<file path="config.mk">
export PLATFORM = sky130hd
export DESIGN_NAME = isp_loader
export DESIGN_NICKNAME = d
export VERILOG_FILES = /design/src/isp_pkg.sv /design/src/isp_uart_if.sv /design/src/isp_hex.sv /design/src/isp_loader.sv /design/src/isp_uart.sv
export SDC_FILE = /design/constraint.sdc
export NUM_CORES = 1
export LEC_CHECK = 0
export ABC_AREA = 1
export BUFFER_PORTS_ARGS = -buffer_cell sky130_fd_sc_hd__buf_2
export CAP_MARGIN = 20
export CORE_UTILIZATION = 62
export CTS_CLUSTER_SIZE = 8
export DETAILED_ROUTE_END_ITERATION = 16
export PLACE_DENSITY = 0.91
export SLEW_MARGIN = 20
export SYNTH_ARGS = -nofsm -noshare
export SYNTH_HDL_FRONTEND = slang
export SYNTH_HIERARCHICAL = 1
export SYNTH_SLANG_ARGS = --single-unit
</file>
<file path="constraint.sdc">
create_clock -name CLOCK -period 3.3 [get_ports CLOCK]
set_input_delay 0.165 -clock CLOCK [delete_from_list [all_inputs] [get_ports CLOCK]]
set_output_delay 0.165 -clock CLOCK [all_outputs]
set_load 0.02 [all_outputs]
</file>
<file path="src/isp_pkg.sv">
// Purpose: shared constants for the boot-select and serial loader block
// Assumes: 25 MHz system clock, 8N1 serial framing
// Notes: ascii codes and record types live here
package isp_pkg;
  localparam int CLK_HZ = 25000000;
  localparam logic [15:0] BLOCK1_BASE = 16'h2000;
  localparam logic [15:0] BLOCK2_BASE = 16'h4000;
  localparam logic [15:0] BLOCK3_BASE = 16'h8000;
  localparam logic [15:0] BLOCK4_BASE = 16'hc000;
  localparam logic [15:0] BOOTROM_BASE = 16'hfc00;
  localparam logic [7:0] BOOT_VECTOR_RESET = 8'hfc;
  localparam logic [7:0] STATUS_RESET = 8'hff;
  localparam logic [7:0] START_LOW = 8'h00;
  localparam logic [7:0] CH_U = 8'h55;
  localparam logic [7:0] CH_COLON = 8'h3a;
  localparam logic [7:0] CH_DOT = 8'h2e;
  localparam logic [7:0] CH_X = 8'h58;
  localparam logic [7:0] CH_R = 8'h52;
  localparam logic [7:0] REC_DATA = 8'h00;
  localparam logic [7:0] REC_EOF = 8'h01;
  localparam logic [7:0] REC_OSC = 8'h02;
  localparam logic [7:0] REC_WRITE = 8'h03;
  localparam logic [7:0] REC_DISPLAY = 8'h04;
  localparam logic [7:0] SUB_ERASE_BV = 8'h04;
  localparam logic [7:0] SUB_PROG_BV = 8'h06;
  localparam int MAX_DATA = 16;
  localparam int HDR_BYTES = 4;
  localparam int BAUD_W = 16;
endpackage

</file>
<file path="src/isp_uart_if.sv">
// Purpose: byte carrier between loader core and serial engine
// Assumes: single clock
// Notes: rx_valid is a one-cycle pulse
`timescale 1ns/1ps
interface isp_uart_if;
  logic [7:0] rx_data;
  logic rx_valid;
  logic [7:0] tx_data;
  logic tx_start;
  logic tx_busy;
  logic [15:0] bit_cycles;
  logic baud_locked;
  modport serial (output rx_data, rx_valid, tx_busy, bit_cycles, baud_locked,
                  input tx_data, tx_start);
  modport core (input rx_data, rx_valid, tx_busy, bit_cycles, baud_locked,
                output tx_data, tx_start);
endinterface
</file>
<file path="src/isp_hex.sv">
// Purpose: ascii hex digit to nibble
// Assumes: upper or lower case digits
// Notes: bad flags any non-hex character
`timescale 1ns/1ps
module isp_hex (
  input wire logic [7:0] ch,
  output logic [3:0] nib,
  output logic bad
);
  always_comb begin
    bad = 1'b0;
    nib = 4'h0;
    if (ch >= 8'h30 && ch <= 8'h39) nib = 4'(ch - 8'h30);
    else if (ch >= 8'h41 && ch <= 8'h46) nib = 4'(ch - 8'h37);
    else if (ch >= 8'h61 && ch <= 8'h66) nib = 4'(ch - 8'h57);
    else bad = 1'b1;
  end
endmodule

</file>
<file path="src/isp_loader.sv">
// Purpose: boot start selection, fetch overlay and serial hex loader
// Assumes: flash array lives outside; this block issues program strobes
// Notes: one record buffered at a time
// Operation
// - program flash split into two 8k blocks then three 16k blocks.
// - enabled boot ROM overlays fetches from FC00 to FFFF.
// - external-access strap low sends all fetches to external memory.
// - zero status byte at reset release starts at 0000.
// - nonzero status byte starts at boot vector high byte, 00 low.
// - boot vector defaults to FC, entering the loader at FC00.
// - erasing status byte or boot vector clears both.
// - pin strap combination at reset forces loader entry.
// - host sends U; loader times one bit to set baud.
// - every received character is echoed.
// - after baud setup only colon-led hex records are parsed.
// - records carry at most sixteen data bytes.
// - type 00 programs data, 01 ends file, others are commands.
// - record buffered with running checksum; acted on only when complete.
// - checksum mismatch sends X and skips the command.
// - successful record answered with a period.
// - data record with a failed byte answers R instead.
// - oscillator record byte is whole megahertz for pulse timing.
`timescale 1ns/1ps
module isp_loader
  import isp_pkg::*;
#(
  parameter int DATA_MAX = MAX_DATA
)(
  input wire logic CLOCK,
  input wire logic RSTN,
  input wire logic RXD,
  output logic TXD,
  input wire logic PROGRAM_FETCH_STROBE_N,
  input wire logic UPPER_PORT_BIT_SEVEN,
  input wire logic UPPER_PORT_BIT_SIX,
  input wire logic EXTERNAL_ACCESS_STRAP,
  input wire logic ADDRESS_LATCH,
  input wire logic BOOT_ROM_ENABLE,
  input wire logic [15:0] FETCH_ADDR,
  output logic [15:0] START_ADDR,
  output logic FETCH_BOOT_ROM,
  output logic FETCH_EXTERNAL,
  output logic [2:0] FETCH_BLOCK,
  output logic PROG_STROBE,
  output logic [15:0] PROG_ADDR,
  output logic [7:0] PROG_DATA,
  input wire logic PROG_DONE,
  input wire logic PROG_OK,
  output logic [7:0] OSC_MHZ,
  output logic [7:0] STATUS_BYTE,
  output logic [7:0] BOOT_VECTOR
);
  if (DATA_MAX < 1 || DATA_MAX > 16) begin : g_bad_max
    $error("DATA_MAX out of range");
  end
  typedef enum logic [2:0] {
    S_IDLE = 3'b000, S_HI = 3'b001, S_LO = 3'b011, S_EXEC = 3'b010,
    S_PROG = 3'b110, S_WAIT = 3'b111, S_REPLY = 3'b101
  } state_t;
  isp_uart_if u();
  isp_uart ser (.clock(CLOCK), .rstn(RSTN), .rxd(RXD), .txd(TXD), .u(u));
  logic [3:0] nib;
  logic hexbad;
  isp_hex hx (.ch(u.rx_data), .nib(nib), .bad(hexbad));
  logic [7:0] buf_q [0:DATA_MAX+HDR_BYTES];
  logic [7:0] buf_d [0:DATA_MAX+HDR_BYTES];
  state_t st_q, st_d;
  logic [4:0] idx_q, idx_d, pidx_q, pidx_d;
  logic [3:0] hi_q, hi_d;
  logic [7:0] sum_q, sum_d, stat_d, bv_d, osc_q, osc_d, reply_q, reply_d;
  // nonvolatile bytes survive reset; power-up value is factory default
  logic [7:0] stat_q = STATUS_RESET;
  logic [7:0] bv_q = BOOT_VECTOR_RESET;
  logic fail_q, fail_d, echo_q, echo_d, pend_q, pend_d, strobe_q, strobe_d;
  logic [15:0] start_q, start_d, paddr_q, paddr_d;
  logic [7:0] pdata_q, pdata_d;
  logic rst_seen_q, rom_q, ext_q;
  logic [2:0] blk_q;
  logic [7:0] bytev, cnt;
  logic strap_force;
  assign bytev = {hi_q, nib};
  assign cnt = buf_q[0];
  assign strap_force = !PROGRAM_FETCH_STROBE_N && UPPER_PORT_BIT_SEVEN && UPPER_PORT_BIT_SIX
                       && EXTERNAL_ACCESS_STRAP && ADDRESS_LATCH;
  always_comb begin
    stat_d = stat_q; bv_d = bv_q; start_d = start_q;
    // start address chosen once, at the first edge after reset release
    if (!rst_seen_q) begin
      if (stat_q == 8'h00 && !strap_force) start_d = 16'h0000;
      else start_d = {bv_q, START_LOW};
    end
    st_d = st_q; idx_d = idx_q; hi_d = hi_q; sum_d = sum_q; fail_d = fail_q;
    osc_d = osc_q; reply_d = reply_q; pidx_d = pidx_q; strobe_d = 1'b0;
    paddr_d = paddr_q; pdata_d = pdata_q;
    buf_d = buf_q;
    echo_d = echo_q; pend_d = pend_q;
    // echo takes the transmitter first; replies wait behind it
    if (u.rx_valid) echo_d = 1'b1;
    else if (echo_q && !u.tx_busy) echo_d = 1'b0;
    if (u.rx_valid && u.rx_data == CH_COLON && st_q != S_PROG && st_q != S_WAIT) begin
      st_d = S_HI; idx_d = 5'd0; sum_d = 8'h00; fail_d = 1'b0;
    end else begin
      case (st_q)
        S_IDLE: ; // non-colon characters dropped
        S_HI: if (u.rx_valid) begin
          if (hexbad) st_d = S_IDLE;
          else begin
            hi_d = nib; st_d = S_LO;
          end
        end
        S_LO: if (u.rx_valid) begin
          if (hexbad) st_d = S_IDLE;
          else begin
            buf_d[idx_q] = bytev;
            sum_d = sum_q + bytev;
            idx_d = idx_q + 5'd1;
            st_d = S_HI;
            if (idx_q == 5'd0 && bytev > 8'(DATA_MAX)) st_d = S_IDLE;
            else if (idx_q != 5'd0 && {3'b000, idx_q} == cnt + 8'(HDR_BYTES)) st_d = S_EXEC;
          end
        end
        S_EXEC: begin
          // whole record in hand before anything acts
          if (sum_q != 8'h00) begin
            reply_d = CH_X; st_d = S_REPLY;
          end else begin
            reply_d = CH_DOT; st_d = S_REPLY;
            case (buf_q[3])
              REC_DATA: begin
                pidx_d = 5'd0; st_d = (cnt == 8'h00) ? S_REPLY : S_PROG;
              end
              REC_EOF: ;
              REC_OSC: osc_d = buf_q[4];
              REC_WRITE: begin
                if (buf_q[4] == SUB_ERASE_BV) begin
                  stat_d = 8'h00; bv_d = 8'h00; // erased together
                end else if (buf_q[4] == SUB_PROG_BV) begin
                  if (buf_q[5] == 8'h00) stat_d = buf_q[6];
                  else bv_d = buf_q[6];
                end
              end
              default: ; // display and others not handled here
            endcase
          end
        end
        S_PROG: begin
          paddr_d = {buf_q[1], buf_q[2]} + 16'(pidx_q);
          pdata_d = buf_q[5'd4 + pidx_q];
          strobe_d = 1'b1;
          st_d = S_WAIT;
        end
        S_WAIT: if (PROG_DONE) begin
          if (!PROG_OK) fail_d = 1'b1;
          pidx_d = pidx_q + 5'd1;
          st_d = ({3'b000, pidx_q} + 8'h01 == cnt) ? S_REPLY : S_PROG;
        end
        S_REPLY: begin
          if (fail_q) reply_d = CH_R;
          pend_d = 1'b1;
          st_d = S_IDLE;
        end
        default: st_d = S_IDLE;
      endcase
    end
    if (pend_q && !echo_q && !u.tx_busy && !u.rx_valid) pend_d = 1'b0;
  end
  always_comb begin
    u.tx_start = 1'b0;
    u.tx_data = u.rx_data;
    if (echo_q && !u.tx_busy) u.tx_start = 1'b1;
    else if (pend_q && !u.tx_busy && !u.rx_valid) begin
      u.tx_start = 1'b1; u.tx_data = reply_q;
    end
  end
  always_ff @(posedge CLOCK) begin
    if (!RSTN) begin
      st_q <= S_IDLE; idx_q <= 5'd0; hi_q <= 4'h0; sum_q <= 8'h00; fail_q <= 1'b0;
      osc_q <= 8'h00; reply_q <= CH_DOT; pidx_q <= 5'd0; strobe_q <= 1'b0;
      paddr_q <= 16'h0000; pdata_q <= 8'h00; echo_q <= 1'b0; pend_q <= 1'b0;
      start_q <= 16'h0000; rst_seen_q <= 1'b0;
      for (int i = 0; i <= DATA_MAX + HDR_BYTES; i++) buf_q[i] <= 8'h00;
    end else begin
      st_q <= st_d; idx_q <= idx_d; hi_q <= hi_d; sum_q <= sum_d; fail_q <= fail_d;
      osc_q <= osc_d; reply_q <= reply_d; pidx_q <= pidx_d; strobe_q <= strobe_d;
      paddr_q <= paddr_d; pdata_q <= pdata_d; echo_q <= echo_d; pend_q <= pend_d;
      start_q <= start_d; rst_seen_q <= 1'b1;
      buf_q <= buf_d;
    end
  end
  always_ff @(posedge CLOCK) begin
    stat_q <= stat_d;
    bv_q <= bv_d;
  end
  // fetch decode
  always_ff @(posedge CLOCK) begin
    if (!RSTN) begin
      rom_q <= 1'b0; ext_q <= 1'b0; blk_q <= 3'd0;
    end else begin
      ext_q <= !EXTERNAL_ACCESS_STRAP;
      rom_q <= EXTERNAL_ACCESS_STRAP && BOOT_ROM_ENABLE && FETCH_ADDR >= BOOTROM_BASE;
      if (FETCH_ADDR < BLOCK1_BASE) blk_q <= 3'd0;
      else if (FETCH_ADDR < BLOCK2_BASE) blk_q <= 3'd1;
      else if (FETCH_ADDR < BLOCK3_BASE) blk_q <= 3'd2;
      else if (FETCH_ADDR < BLOCK4_BASE) blk_q <= 3'd3;
      else blk_q <= 3'd4;
    end
  end
  assign START_ADDR = start_q;
  assign FETCH_BOOT_ROM = rom_q;
  assign FETCH_EXTERNAL = ext_q;
  assign FETCH_BLOCK = blk_q;
  assign PROG_STROBE = strobe_q;
  assign PROG_ADDR = paddr_q;
  assign PROG_DATA = pdata_q;
  assign OSC_MHZ = osc_q;
  assign STATUS_BYTE = stat_q;
  assign BOOT_VECTOR = bv_q;
  start_sel_a: assert property (@(posedge CLOCK) disable iff (!RSTN)
    !$past(rst_seen_q) && rst_seen_q && $past(stat_q) == 8'h00 && !$past(strap_force)
    |-> start_q == 16'h0000) else $error("start address not zero");
  vector_sel_a: assert property (@(posedge CLOCK) disable iff (!RSTN)
    !$past(rst_seen_q) && rst_seen_q && ($past(stat_q) != 8'h00 || $past(strap_force))
    |-> start_q == {$past(bv_q), 8'h00}) else $error("start address not vector");
  bad_sum_a: assert property (@(posedge CLOCK) disable iff (!RSTN)
    st_q == S_EXEC && sum_q != 8'h00 |=> st_q == S_REPLY && reply_q == CH_X && !strobe_q)
    else $error("bad checksum not refused");
  prog_fail_a: assert property (@(posedge CLOCK) disable iff (!RSTN)
    st_q == S_WAIT && PROG_DONE && !PROG_OK |=> fail_q) else $error("fail lost");
  erase_pair_a: assert property (@(posedge CLOCK) disable iff (!RSTN)
    st_q == S_EXEC && sum_q == 8'h00 && buf_q[3] == REC_WRITE && buf_q[4] == SUB_ERASE_BV
    |=> stat_q == 8'h00 && bv_q == 8'h00) else $error("erase not paired");
  colon_restart_a: assert property (@(posedge CLOCK) disable iff (!RSTN)
    u.rx_valid && u.rx_data == CH_COLON && st_q inside {S_IDLE, S_HI, S_LO}
    |=> st_q == S_HI && idx_q == 5'd0 && sum_q == 8'h00) else $error("no restart");
  echo_out_a: assert property (@(posedge CLOCK) disable iff (!RSTN)
    u.rx_valid |=> echo_q) else $error("echo missed");
  overlay_map_a: assert property (@(posedge CLOCK) disable iff (!RSTN)
    EXTERNAL_ACCESS_STRAP && BOOT_ROM_ENABLE && FETCH_ADDR[15:10] == 6'h3f |=> rom_q)
    else $error("overlay missing");
endmodule

</file>
<file path="src/isp_uart.sv">
// Purpose: autobaud receiver and transmitter
// Assumes: idle-high serial line, 8N1
// Notes: bit time measured on the start bit of the first character
`timescale 1ns/1ps
module isp_uart
  import isp_pkg::*;
(
  input wire logic clock,
  input wire logic rstn,
  input wire logic rxd,
  output logic txd,
  isp_uart_if.serial u
);
  logic [15:0] bit_q, bit_d, rcnt_q, rcnt_d, tcnt_q, tcnt_d;
  logic lock_q, lock_d, rbusy_q, rbusy_d, tbusy_q, tbusy_d, rxp_q;
  logic [3:0] ridx_q, ridx_d, tidx_q, tidx_d;
  logic [7:0] rsh_q, rsh_d;
  logic [9:0] tsh_q, tsh_d;
  logic rv_q, rv_d, txd_q, txd_d;
  always_comb begin
    bit_d = bit_q; lock_d = lock_q; rcnt_d = rcnt_q; rbusy_d = rbusy_q;
    ridx_d = ridx_q; rsh_d = rsh_q; rv_d = 1'b0;
    tcnt_d = tcnt_q; tbusy_d = tbusy_q; tidx_d = tidx_q; tsh_d = tsh_q; txd_d = txd_q;
    if (!lock_q) begin
      // start bit of 'U' is one low bit; its width sets the rate
      if (!rxd) rcnt_d = rcnt_q + 16'h0001;
      else if (rxp_q == 1'b0 && rcnt_q != 16'h0000) begin
        bit_d = rcnt_q;
        lock_d = 1'b1;
        // already inside data bit 0; half a bit lands the first sample mid-bit
        rcnt_d = {1'b0, rcnt_q[15:1]};
        rbusy_d = 1'b1;
        ridx_d = 4'h1;
      end
    end else if (!rbusy_q) begin
      if (!rxd) begin
        rbusy_d = 1'b1; ridx_d = 4'h0; rcnt_d = {1'b0, bit_q[15:1]};
      end
    end else if (rcnt_q >= bit_q - 16'h0001) begin
      rcnt_d = 16'h0000;
      ridx_d = ridx_q + 4'h1;
      if (ridx_q >= 4'h1 && ridx_q <= 4'h8) rsh_d = {rxd, rsh_q[7:1]};
      if (ridx_q == 4'h9) begin
        rbusy_d = 1'b0; rv_d = 1'b1;
      end
    end else rcnt_d = rcnt_q + 16'h0001;
    if (!tbusy_q) begin
      if (u.tx_start && lock_q) begin
        tbusy_d = 1'b1; tsh_d = {1'b1, u.tx_data, 1'b0}; tidx_d = 4'h0; tcnt_d = 16'h0000;
      end
    end else if (tcnt_q == 16'h0000) begin
      // reload one short so a bit lasts exactly the measured count
      txd_d = tsh_q[0]; tsh_d = {1'b1, tsh_q[9:1]}; tcnt_d = bit_q - 16'h0001;
      tidx_d = tidx_q + 4'h1;
      if (tidx_q == 4'ha) begin
        tbusy_d = 1'b0; txd_d = 1'b1;
      end
    end else tcnt_d = tcnt_q - 16'h0001;
  end
  always_ff @(posedge clock) begin
    if (!rstn) begin
      bit_q <= 16'h0000; lock_q <= 1'b0; rcnt_q <= 16'h0000; rbusy_q <= 1'b0;
      ridx_q <= 4'h0; rsh_q <= 8'h00; rv_q <= 1'b0; rxp_q <= 1'b1;
      tcnt_q <= 16'h0000; tbusy_q <= 1'b0; tidx_q <= 4'h0; tsh_q <= 10'h3ff; txd_q <= 1'b1;
    end else begin
      bit_q <= bit_d; lock_q <= lock_d; rcnt_q <= rcnt_d; rbusy_q <= rbusy_d;
      ridx_q <= ridx_d; rsh_q <= rsh_d; rv_q <= rv_d; rxp_q <= rxd;
      tcnt_q <= tcnt_d; tbusy_q <= tbusy_d; tidx_q <= tidx_d; tsh_q <= tsh_d; txd_q <= txd_d;
    end
  end
  assign txd = txd_q;
  assign u.rx_data = rsh_q;
  assign u.rx_valid = rv_q;
  // registered only: start is built from busy, so feeding it back would loop
  assign u.tx_busy = tbusy_q;
  assign u.bit_cycles = bit_q;
  assign u.baud_locked = lock_q;
endmodule

</file>
==> results of run 1 <==
## logic make-up (layout without fill, tap and decap cells)
group | count (synthesis) | in the layout | synth area share (%)
adders and majority gates | 51 | 51 | 3.63
muxes | 1 | 1 | 0.0626
and+or+nand+nor | 1161 | 1161 | 27.8
xor gates and xnor gates | 42 | 42 | 2.04
AOI/OAI and AO/OA | 636 | 636 | 18.8
buffers and inverters | 393 | 439 | 8.69
DFF | 342 | 342 | 38.9
other | 1 | 8 | 0.0208
## final cells by class
cell class	instances	area, µm²	share of cell area, %
Clock buffer	54	1230	6.17
Timing Repair Buffer	116	726	3.63
Inverter	266	1000	5.01
Clock inverter	3	76.3	0.382
Multi-Input combinational cell	1899	9460	47.3
Tap cell	378	473	2.37
Sequential cell	342	7010	35.1
## power by group
group	internal [mW]	total (mW)	switching (mW)	leakage [nW]
sequential	4.22	4.30	0.0822	2.75
clock	2.61	4.40	1.78	0.634
combinational	0.234	0.705	0.471	5.32
## layer usage
layer	part of all wire (%)	GRT usage, %	vias up
li1	-	-	8703
met1	38	40.9	8440
met2	46	58.4	1041
met3	9.9	6.48	235
met4	5.2	19.5	0
met5	0	0	-
## cell usage after synthesis, drive strengths merged, types with 3 or more instances
library cell,count,area share [%]
nand4,23,0.88
o22ai,8,0.28
ha,49,3.4
and2,3,0.10
nand2,430,9.3
edfxtp,16,2.7
nor3,42,1.5
a21oi,233,6.5
inv,259,5.4
xor2,34,1.7
o21ai,326,9.1
xnor2,8,0.39
nand3b,3,0.13
clkbuf,80,1.7
dfxtp,326,36
o211ai,45,1.9
nand3,160,4.7
nor2,486,11
nor4,9,0.38
o221ai,9,0.44
clkinv,7,0.15
buf,47,1.5
a31oi,6,0.21
a211oi,3,0.13
## worst paths after layout
check | to | start | depth (start not counted) | slack [ns]
hold reg to reg | buf_q[12]$_SDFFE_PN0P_ | buf_q[12]$_SDFFE_PN0P_ | 2 | 0.45
setup reg to reg | buf_q[135]$_SDFFE_PN0P_ | ser/u.rx_data[1]$_SDFFE_PN0P_ | 16 | 0.18
setup / recovery | buf_q[135]$_SDFFE_PN0P_ | ser/u.rx_data[1]$_SDFFE_PN0P_ | 16 | 0.18
hold / removal | fail_q$_SDFFE_PP0P_ | PROG_DONE | 4 | 0.05
## tightest hold or removal path, delay by kind of cell
family | cells | cell delay [ns]
simple gates | 3 | 0.26
buf+inv | 1 | 0.12
## sequential cells by signal, indices dropped and copies added, names as in the netlist, 9 cells and up
name / count
buf_q: 160
PROG_ADDR: 16
ser/rcnt_q: 16
ser/tcnt_q: 16
ser/u.bit_cycles: 16
ser/tsh_q: 9
## timing repair
item | in CTS | in global routing
hold buffers | 10 | 0
endpoints found under the hold margin | 7 | 0
setup endpoints to repair | 0 | 0
==> parameters.txt, run 1 <==
Parameter                              Value

STA
  Highest attainable clock frequency    320 MHz
  Slew at the pin closest to its max-slew limit    0.866 ns
  Worst clock skew    0.0264 ns
  Tcrit/Tclk final    94.6%
  Post-route setup slack    0.179 ns
  Setup TNS    0 ns
  Final setup violation count    0
  Max-slew violation total from the final report    0
  Final hold vios    0
  Unrepaired setup endpoints after global routing    false
  Hold Worst Slack    0.0451 ns
  Clock period minus final worst setup slack    3.12 ns
  Relative slew margins    42.3%

Yosys
  Share of the yosys chip area belonging to registers    38.9%
  Synthesized area per cell    6.85 µm²
  Synthesized flop and latch total    342
  Predominant post-synthesis flop cell    sky130_fd_sc_hd__dfxtp_1
  Synth Warn #    6
  Post-synth EDFFs    16
  Netlist Area Pre-Place    about 18,000 µm²
  Distinct cells, synth    52
  Async set-or-reset flop fraction in the synthesized netlist    0%
  Post-synthesis instance total    2,627

Drt
  Count of routing violations after the opening detailed-route iteration    2,272
  Final wirelength    51,500 µm
  DR pass1 iterations    8
  Via count    approximately 18,000
  Number of DRC violations after detailed routing    0
  DRT antenna net count    0
  Vias/cell    approximately 6
  Average wire per standard cell    16.8 µm

Critical path
  CP endpoint kind    flip-flop
  Crit-path cells    inv_1 > ha_1 > nand2_2 > nor2_1 > nand2_1 > nand2_2 > nand2_2 > inv_1 > nor3_2 > nand2_1 > nor2_4 > nand2_1 > nor2_2 > inv_2 > nor2_1 > nor2_1
  Startpoint-to-endpoint class of the critical path    reg -> reg
  Critical path peak fanout    11
  Slowest cell delay on critical path    approximately 0.46 ns
  Slowest stage cell, crit path    sky130_fd_sc_hd__dfxtp_1
  Required time of the critical path    3.75 ns
  Startpoint types    flip-flop
  Data arrival, critical path    about 3.6 ns
  Crit path buf inv count    3
  Dominant delay contributor by cell family on the critical path    simple AND/OR/NAND/NOR gates

Flow run
  Max-Cap Viols    0

Floorplanning
  Full die area    29,700 µm²
  Area of the core region    28,200 µm²
  Starting utilization of the core area    63.9%
  Vertical die dimension    172 µm
  Top-Level Pins    98
  Die X    172 µm
  Std-Cell Rows    61

Clocking
  Clock buffers created by TritonCTS    48
  Setup repair bufs after CTS    0
  Clock-pin slew on the worst setup and hold paths    0.05 ns
  TritonCTS clock tree    built
  Source-to-sink clock delay at the later pin of the worst-skew pair    roughly 0.57 ns
  Clk root buf    sky130_fd_sc_hd__clkbuf_16
  CTS sink count    between 300 and 400
  Number of cells upsized or downsized after cts    0
  Number of levels the H-tree was split into    2
  Clk buf depth    3

Place
  Final weighted congestion of routability-driven global placement    0.964
  Setup slack after placement    ~0.39 ns
  DP Area    18,600 µm²
  Count of buffers from port buffering    79
  HPWL after detailed placement    33,200 µm
  Placed insts    2,991

Global routing
  Vias in the first global route    17,200
  Initial antenna violation count    0
  Global routing usage summed across all routing layers    34.5%
  Overflow left after global routing    0
  Global-route wire length before repair    approximately 83,000 µm
  Maximum number of pins on one net before global-route repair    212

Finish
  Final Net Count    2,751
  Most frequent cells in the layout    sky130_fd_sc_hd__nor2_1, sky130_fd_sc_hd__nand2_1, sky130_fd_sc_hd__dfxtp_1
  Final instance area    around 20,000 µm²
  Fin util    70.9%
  Non-filler cells in the finished layout    3,058
  Number of inserted filler cells in the final layout    2,085
  Area Overhead vs Synth    11.0%
  Most common cell after layout, fill and taps aside    sky130_fd_sc_hd__nor2_1
  Antenna Diode Count    0
  Layout cells sized above 1    9.44%

Power and ir drop
  Static power due to leakage    ~8.7 nW
  Power Total    9.40 mW
  Power density over the cells    ~470 nW/µm²
  Worst VDD drop    around 430 µV

Status
  Outcome    completed

Hold path
  Class of the tightest hold or removal check    in -> reg
Note: power is estimated with default switching activity, not from simulation.
==> run 2: changes to the inputs <==
--- a/config.mk
+++ b/config.mk
@@ -6,5 +6,5 @@
 export NUM_CORES = 1
 export LEC_CHECK = 0
-export ABC_AREA = 1
+export ABC_AREA = 0
 export BUFFER_PORTS_ARGS = -buffer_cell sky130_fd_sc_hd__buf_2
 export CAP_MARGIN = 20
@@ -16,4 +16,3 @@
 export SYNTH_ARGS = -nofsm -noshare
 export SYNTH_HDL_FRONTEND = slang
-export SYNTH_HIERARCHICAL = 1
 export SYNTH_SLANG_ARGS = --single-unit
==> constraint.sdc (replaced) <==
create_clock -name CLOCK -period 3.3 [get_ports CLOCK]
set_input_delay 0.66 -clock CLOCK [delete_from_list [all_inputs] [get_ports CLOCK]]
set_output_delay 0.66 -clock CLOCK [all_outputs]
set_load 0.02 [all_outputs]
==> parameters.txt, run 2 <==
Parameter                              Value

Yosys
  Netlist Area Pre-Place    17,300 µm² (-3.8%)
  Library cell occupying the most area in the post-synthesis netlist    sky130_fd_sc_hd__dfxtp_1
  Distinct cells, synth    80 (+54%)
  Predominant post-synthesis flop cell    sky130_fd_sc_hd__dfxtp_1
  Synthesized area per cell    9.07 µm² (+32%)
  Post-synthesis instance total    1,909 (-27%)
  Synthesized flop and latch total    342 (unchanged)
  Proportion of netlist area held by the largest area contributor    37.7% (+1.4 points)
  Synth Warn #    0 (-6)
  Post-synth EDFFs    16 (unchanged)
  Ranking of synthesized cells by area    sky130_fd_sc_hd__dfxtp_1, sky130_fd_sc_hd__mux2i_1, sky130_fd_sc_hd__nor2_1, sky130_fd_sc_hd__mux4_2, sky130_fd_sc_hd__a211oi_1
  Async set-or-reset flop fraction in the synthesized netlist    0% (unchanged)
  Cell types with the highest counts after synthesis    sky130_fd_sc_hd__dfxtp_1, sky130_fd_sc_hd__nor2_1, sky130_fd_sc_hd__mux2i_1, sky130_fd_sc_hd__nand2_1, sky130_fd_sc_hd__a211oi_1
  Share of the yosys chip area belonging to registers    40.5% (+1.5 points)
  Most frequent cell after synthesis    sky130_fd_sc_hd__dfxtp_1

Clocking
  Clock-pin slew on the worst setup and hold paths    0.05 ns (about the same)
  Number of levels the H-tree was split into    2 (unchanged)
  Hold-fix buffers, CTS    0 (-10)
  Source-to-sink clock delay at the later pin of the worst-skew pair    0.56 ns (about the same)
  Clk buf depth    3 (unchanged)
  CTS sink count    342 (unchanged)
  Clock buffers created by TritonCTS    49 (+2.1%)
  Clk root buf    sky130_fd_sc_hd__clkbuf_16
  TritonCTS clock tree    built

Floorplanning
  Area of the core region    27,200 µm² (-3.5%)
  Full die area    28,600 µm² (-3.7%)
  Die X    169 µm (-1.9%)
  Starting utilization of the core area    63.7% (-0.19 points)
  Vertical die dimension    169 µm (-1.9%)
  Std-Cell Rows    60 (-1.6%)
  Top-Level Pins    98 (unchanged)

Power and ir drop
  Static power due to leakage    7.27 nW (-17%)
  Clk pwr share    49.9% (+3.1 points)
  Power density over the cells    458 nW/µm² (-2.6%)
  Worst VDD drop    455 µV (+6.9%)
  Cell internal power dissipation    7.07 mW (about the same)
  Sequential fraction of design power    46.2% (+0.5 points)
  Share of total power in combinational logic    3.9% (-3.6 points)
  Switch share    22.5% (-2.4 points)
  Net switching power of the design    2.05 mW (-12%)

Critical path
  Startpoint types    flip-flop
  CP most frequent cell    sky130_fd_sc_hd__or3_4
  Setup slack of the most critical reg-to-reg path    -0.17 ns (-0.35 ns)
  Data arrival, critical path    3.90 ns (+0.33 ns)
  Critical path peak fanout    13 (+2)
  R2r endpoint    ser.rbusy_q$_SDFFE_PN0P_
  Crit-path cells    or3_4 > or3_4 > or3_4 > xor2_2 > ha_1 > nand4_1 > buf_4 > o21bai_2 > a211oi_4 > o21a_4 > buf_12 > nor2_1 > a211oi_1
  Required time of the critical path    3.73 ns (-0.02 ns)
  Slowest cell delay on critical path    0.40 ns (-0.06 ns)
  CP endpoint kind    flip-flop
  End point of the critical path    ser.rbusy_q$_SDFFE_PN0P_
  Startpoint-to-endpoint class of the critical path    reg -> reg
  Slowest stage cell, crit path    sky130_fd_sc_hd__or3_4
  Start of the worst register-to-register path    ser.u.bit_cycles[4]$_SDFFE_PN0P_
  Worst R2R Path Depth    13 (-3)
  Crit path launch    ser.u.bit_cycles[4]$_SDFFE_PN0P_

Place
  HPWL after detailed placement    31,000 µm (-6.7%)
  Count of buffers from port buffering    79 (unchanged)
  DP Area    18,200 µm² (-1.8%)
  Final weighted congestion of routability-driven global placement    0.916 (-4.9%)

Global routing
  Maximum number of pins on one net before global-route repair    114 (-46%)
  Global routing usage summed across all routing layers    34.3% (-0.16 points)
  Overflow left after global routing    0 (unchanged)
  Vias in the first global route    15,200 (-11%)
  Initial antenna violation count    0 (unchanged)
  Global-route wire length before repair    79,000 µm (-4.5%)

Drt
  Vias/cell    6.70 (+11%)
  Number of DRC violations after detailed routing    0 (unchanged)
  DR pass1 iterations    8 (unchanged)
  Via count    15,800 (-14%)
  Final wirelength    50,700 µm (-1.5%)
  Count of routing violations after the opening detailed-route iteration    2,337 (+2.9%)
  DRT antenna net count    0 (unchanged)
  Average wire per standard cell    21.5 µm (+28%)

Hold path
  Class of the tightest hold or removal check    in -> reg

Finish
  Largest register by flop count    buf_q
  Area Overhead vs Synth    14.8%
  Antenna Diode Count    0 (unchanged)
  Final instance area    19,900 µm² (-0.50%)
  Layout cells sized above 1    17.5% (+8.1 points)
  Flip-flop count of the largest register after layout    160 (unchanged)
  Most common cell after layout, fill and taps aside    sky130_fd_sc_hd__dfxtp_1
  Final Net Count    2,058 (-25%)
  Number of inserted filler cells in the final layout    1,709 (-18%)
  Most frequent cells in the layout    sky130_fd_sc_hd__dfxtp_1, sky130_fd_sc_hd__nor2_1, sky130_fd_sc_hd__mux2i_1

STA
  Post-route setup slack    -0.170 ns (-0.350 ns)
  Tcrit/Tclk final    105% (+11 points)
  Hold Worst Slack    0.313 ns (+0.268 ns)
  Max-slew violation total from the final report    0 (unchanged)
  Highest attainable clock frequency    288 MHz (-10%)
  Worst clock skew    0.0256 ns (-0.000821 ns)
  Unrepaired setup endpoints after global routing    true
  Final setup violation count    27 (+27)
  Final hold vios    0 (unchanged)
  Relative slew margins    18.0% (-24 points)
  Slew at the pin closest to its max-slew limit    1.22 ns (+0.355 ns)
  Clock period minus final worst setup slack    3.47 ns (+0.350 ns)

Status
  Failing checks    setup timing
  Outcome    finished with violations

Flow run
  Max-Cap Viols    0 (unchanged)
## run 2: changes by cell type in the layout (fill, tap and decap cells not counted), sizes merged, moves of 18 or more
cell,previous run,this run
nand2,430,112
o21ai,326,82
inv,259,46
nor2,486,319
a21oi,233,94
mux2i,0,121
nand3,160,48
a211oi,3,111
buf,106,166
mux4,0,41
o211ai,45,11
nor4b,0,20
nor2b,0,18
## run 2: repair_timing
action,4_1_cts,5_1_grt
gates cloned,0,0
pin swaps,2,14
setup buffers,0,3
setup endpoints to repair,30,32
gates resized for setup,14,49
## run 2: worst min path at each step
stage / depth (start not counted) / start / slack, ns / end
finish: 2 / FETCH_ADDR[14] / 0.31 / FETCH_BLOCK[0]$_SDFF_PP0_
floorplan: 1 / ser.tidx_q[3]$_SDFFE_PN0P_ / 0.42 / ser.tidx_q[3]$_SDFFE_PN0P_
global route: 2 / FETCH_ADDR[14] / 0.32 / FETCH_BLOCK[0]$_SDFF_PP0_
detailed placement: 2 / PROG_ADDR[5]$_SDFFE_PN0P_ / 0.46 / PROG_ADDR[5]$_SDFFE_PN0P_
CTS: 2 / FETCH_ADDR[14] / 0.31 / FETCH_BLOCK[0]$_SDFF_PP0_
global placement: 1 / ser.tidx_q[3]$_SDFFE_PN0P_ / 0.44 / ser.tidx_q[3]$_SDFFE_PN0P_
## run 2: power by group through the flow
stage / logic, mW / clock network [mW] / registers, mW
floorplan: 0.232 / 0 / 4.29
global placement: 0.306 / 0 / 4.29
detailed placement: 0.319 / 0 / 4.29
CTS: 0.324 / 4.56 / 4.21
global route: 0.384 / 4.73 / 4.21
finish: 0.356 / 4.55 / 4.21
## run 2: per-layer routing
metal | wire (µm) | global-route usage (%) | up-vias | share of wire, %
li1 | - | - | 7021 | -
met5 | 0 | 0 | - | 0
met2 | 23600 | 56.7 | 1037 | 47
met3 | 5320 | 6.90 | 229 | 10
met1 | 19500 | 43.5 | 7532 | 39
met4 | 2220 | 15.3 | 0 | 4.4
## run 2: critical path, delay by kind of cell, from the launching register on
kind | cells | cell delay, ns
simple gates | 5 | 1.32
compound gates | 4 | 0.96
flops | 1 | 0.31
fa+ha+maj | 1 | 0.30
buf+inv | 2 | 0.29
xor+xnor | 1 | 0.16
## run 2: metrics by stage
step                total power, mW  cells  setup TNS [ns]  utilization (%)  setup slack (ns)
global placement               4.60   2298          -0.842             67.1           -0.0901
floorplan                      4.52   1916               0                -            0.0123
global route                   9.33   2360           -3.24             73.2            -0.191
finish                         9.11   2360           -1.96             73.2            -0.170
CTS                            9.09   2358               0             72.2           0.00908
detailed placement             4.61   2298           -3.21             67.1            -0.237
## run 2: logic make-up (layout without fill, tap and decap cells)
family,after synthesis,count (layout),synth area share (%)
xor gates and xnor gates,44,44,2.23
muxes,163,163,12.4
AOI/OAI and AO/OA,432,432,16.5
DFF,342,342,40.5
adders and majority gates,52,52,3.85
and+or+nand+nor,676,676,19.7
other,1,8,0.0217
buffers and inverters,199,271,4.78
## run 2: final cells by class
cell class              count  area (µm²)  area share, %
clock inverters             4        73.8          0.371
inverters                  45         176          0.887
well taps                 372         465           2.34
clock buffers              56        1270           6.41
repair buffers            166        1090           5.50
flip-flops and latches    342        7010           35.3
multi-input cells        1375        9790           49.2
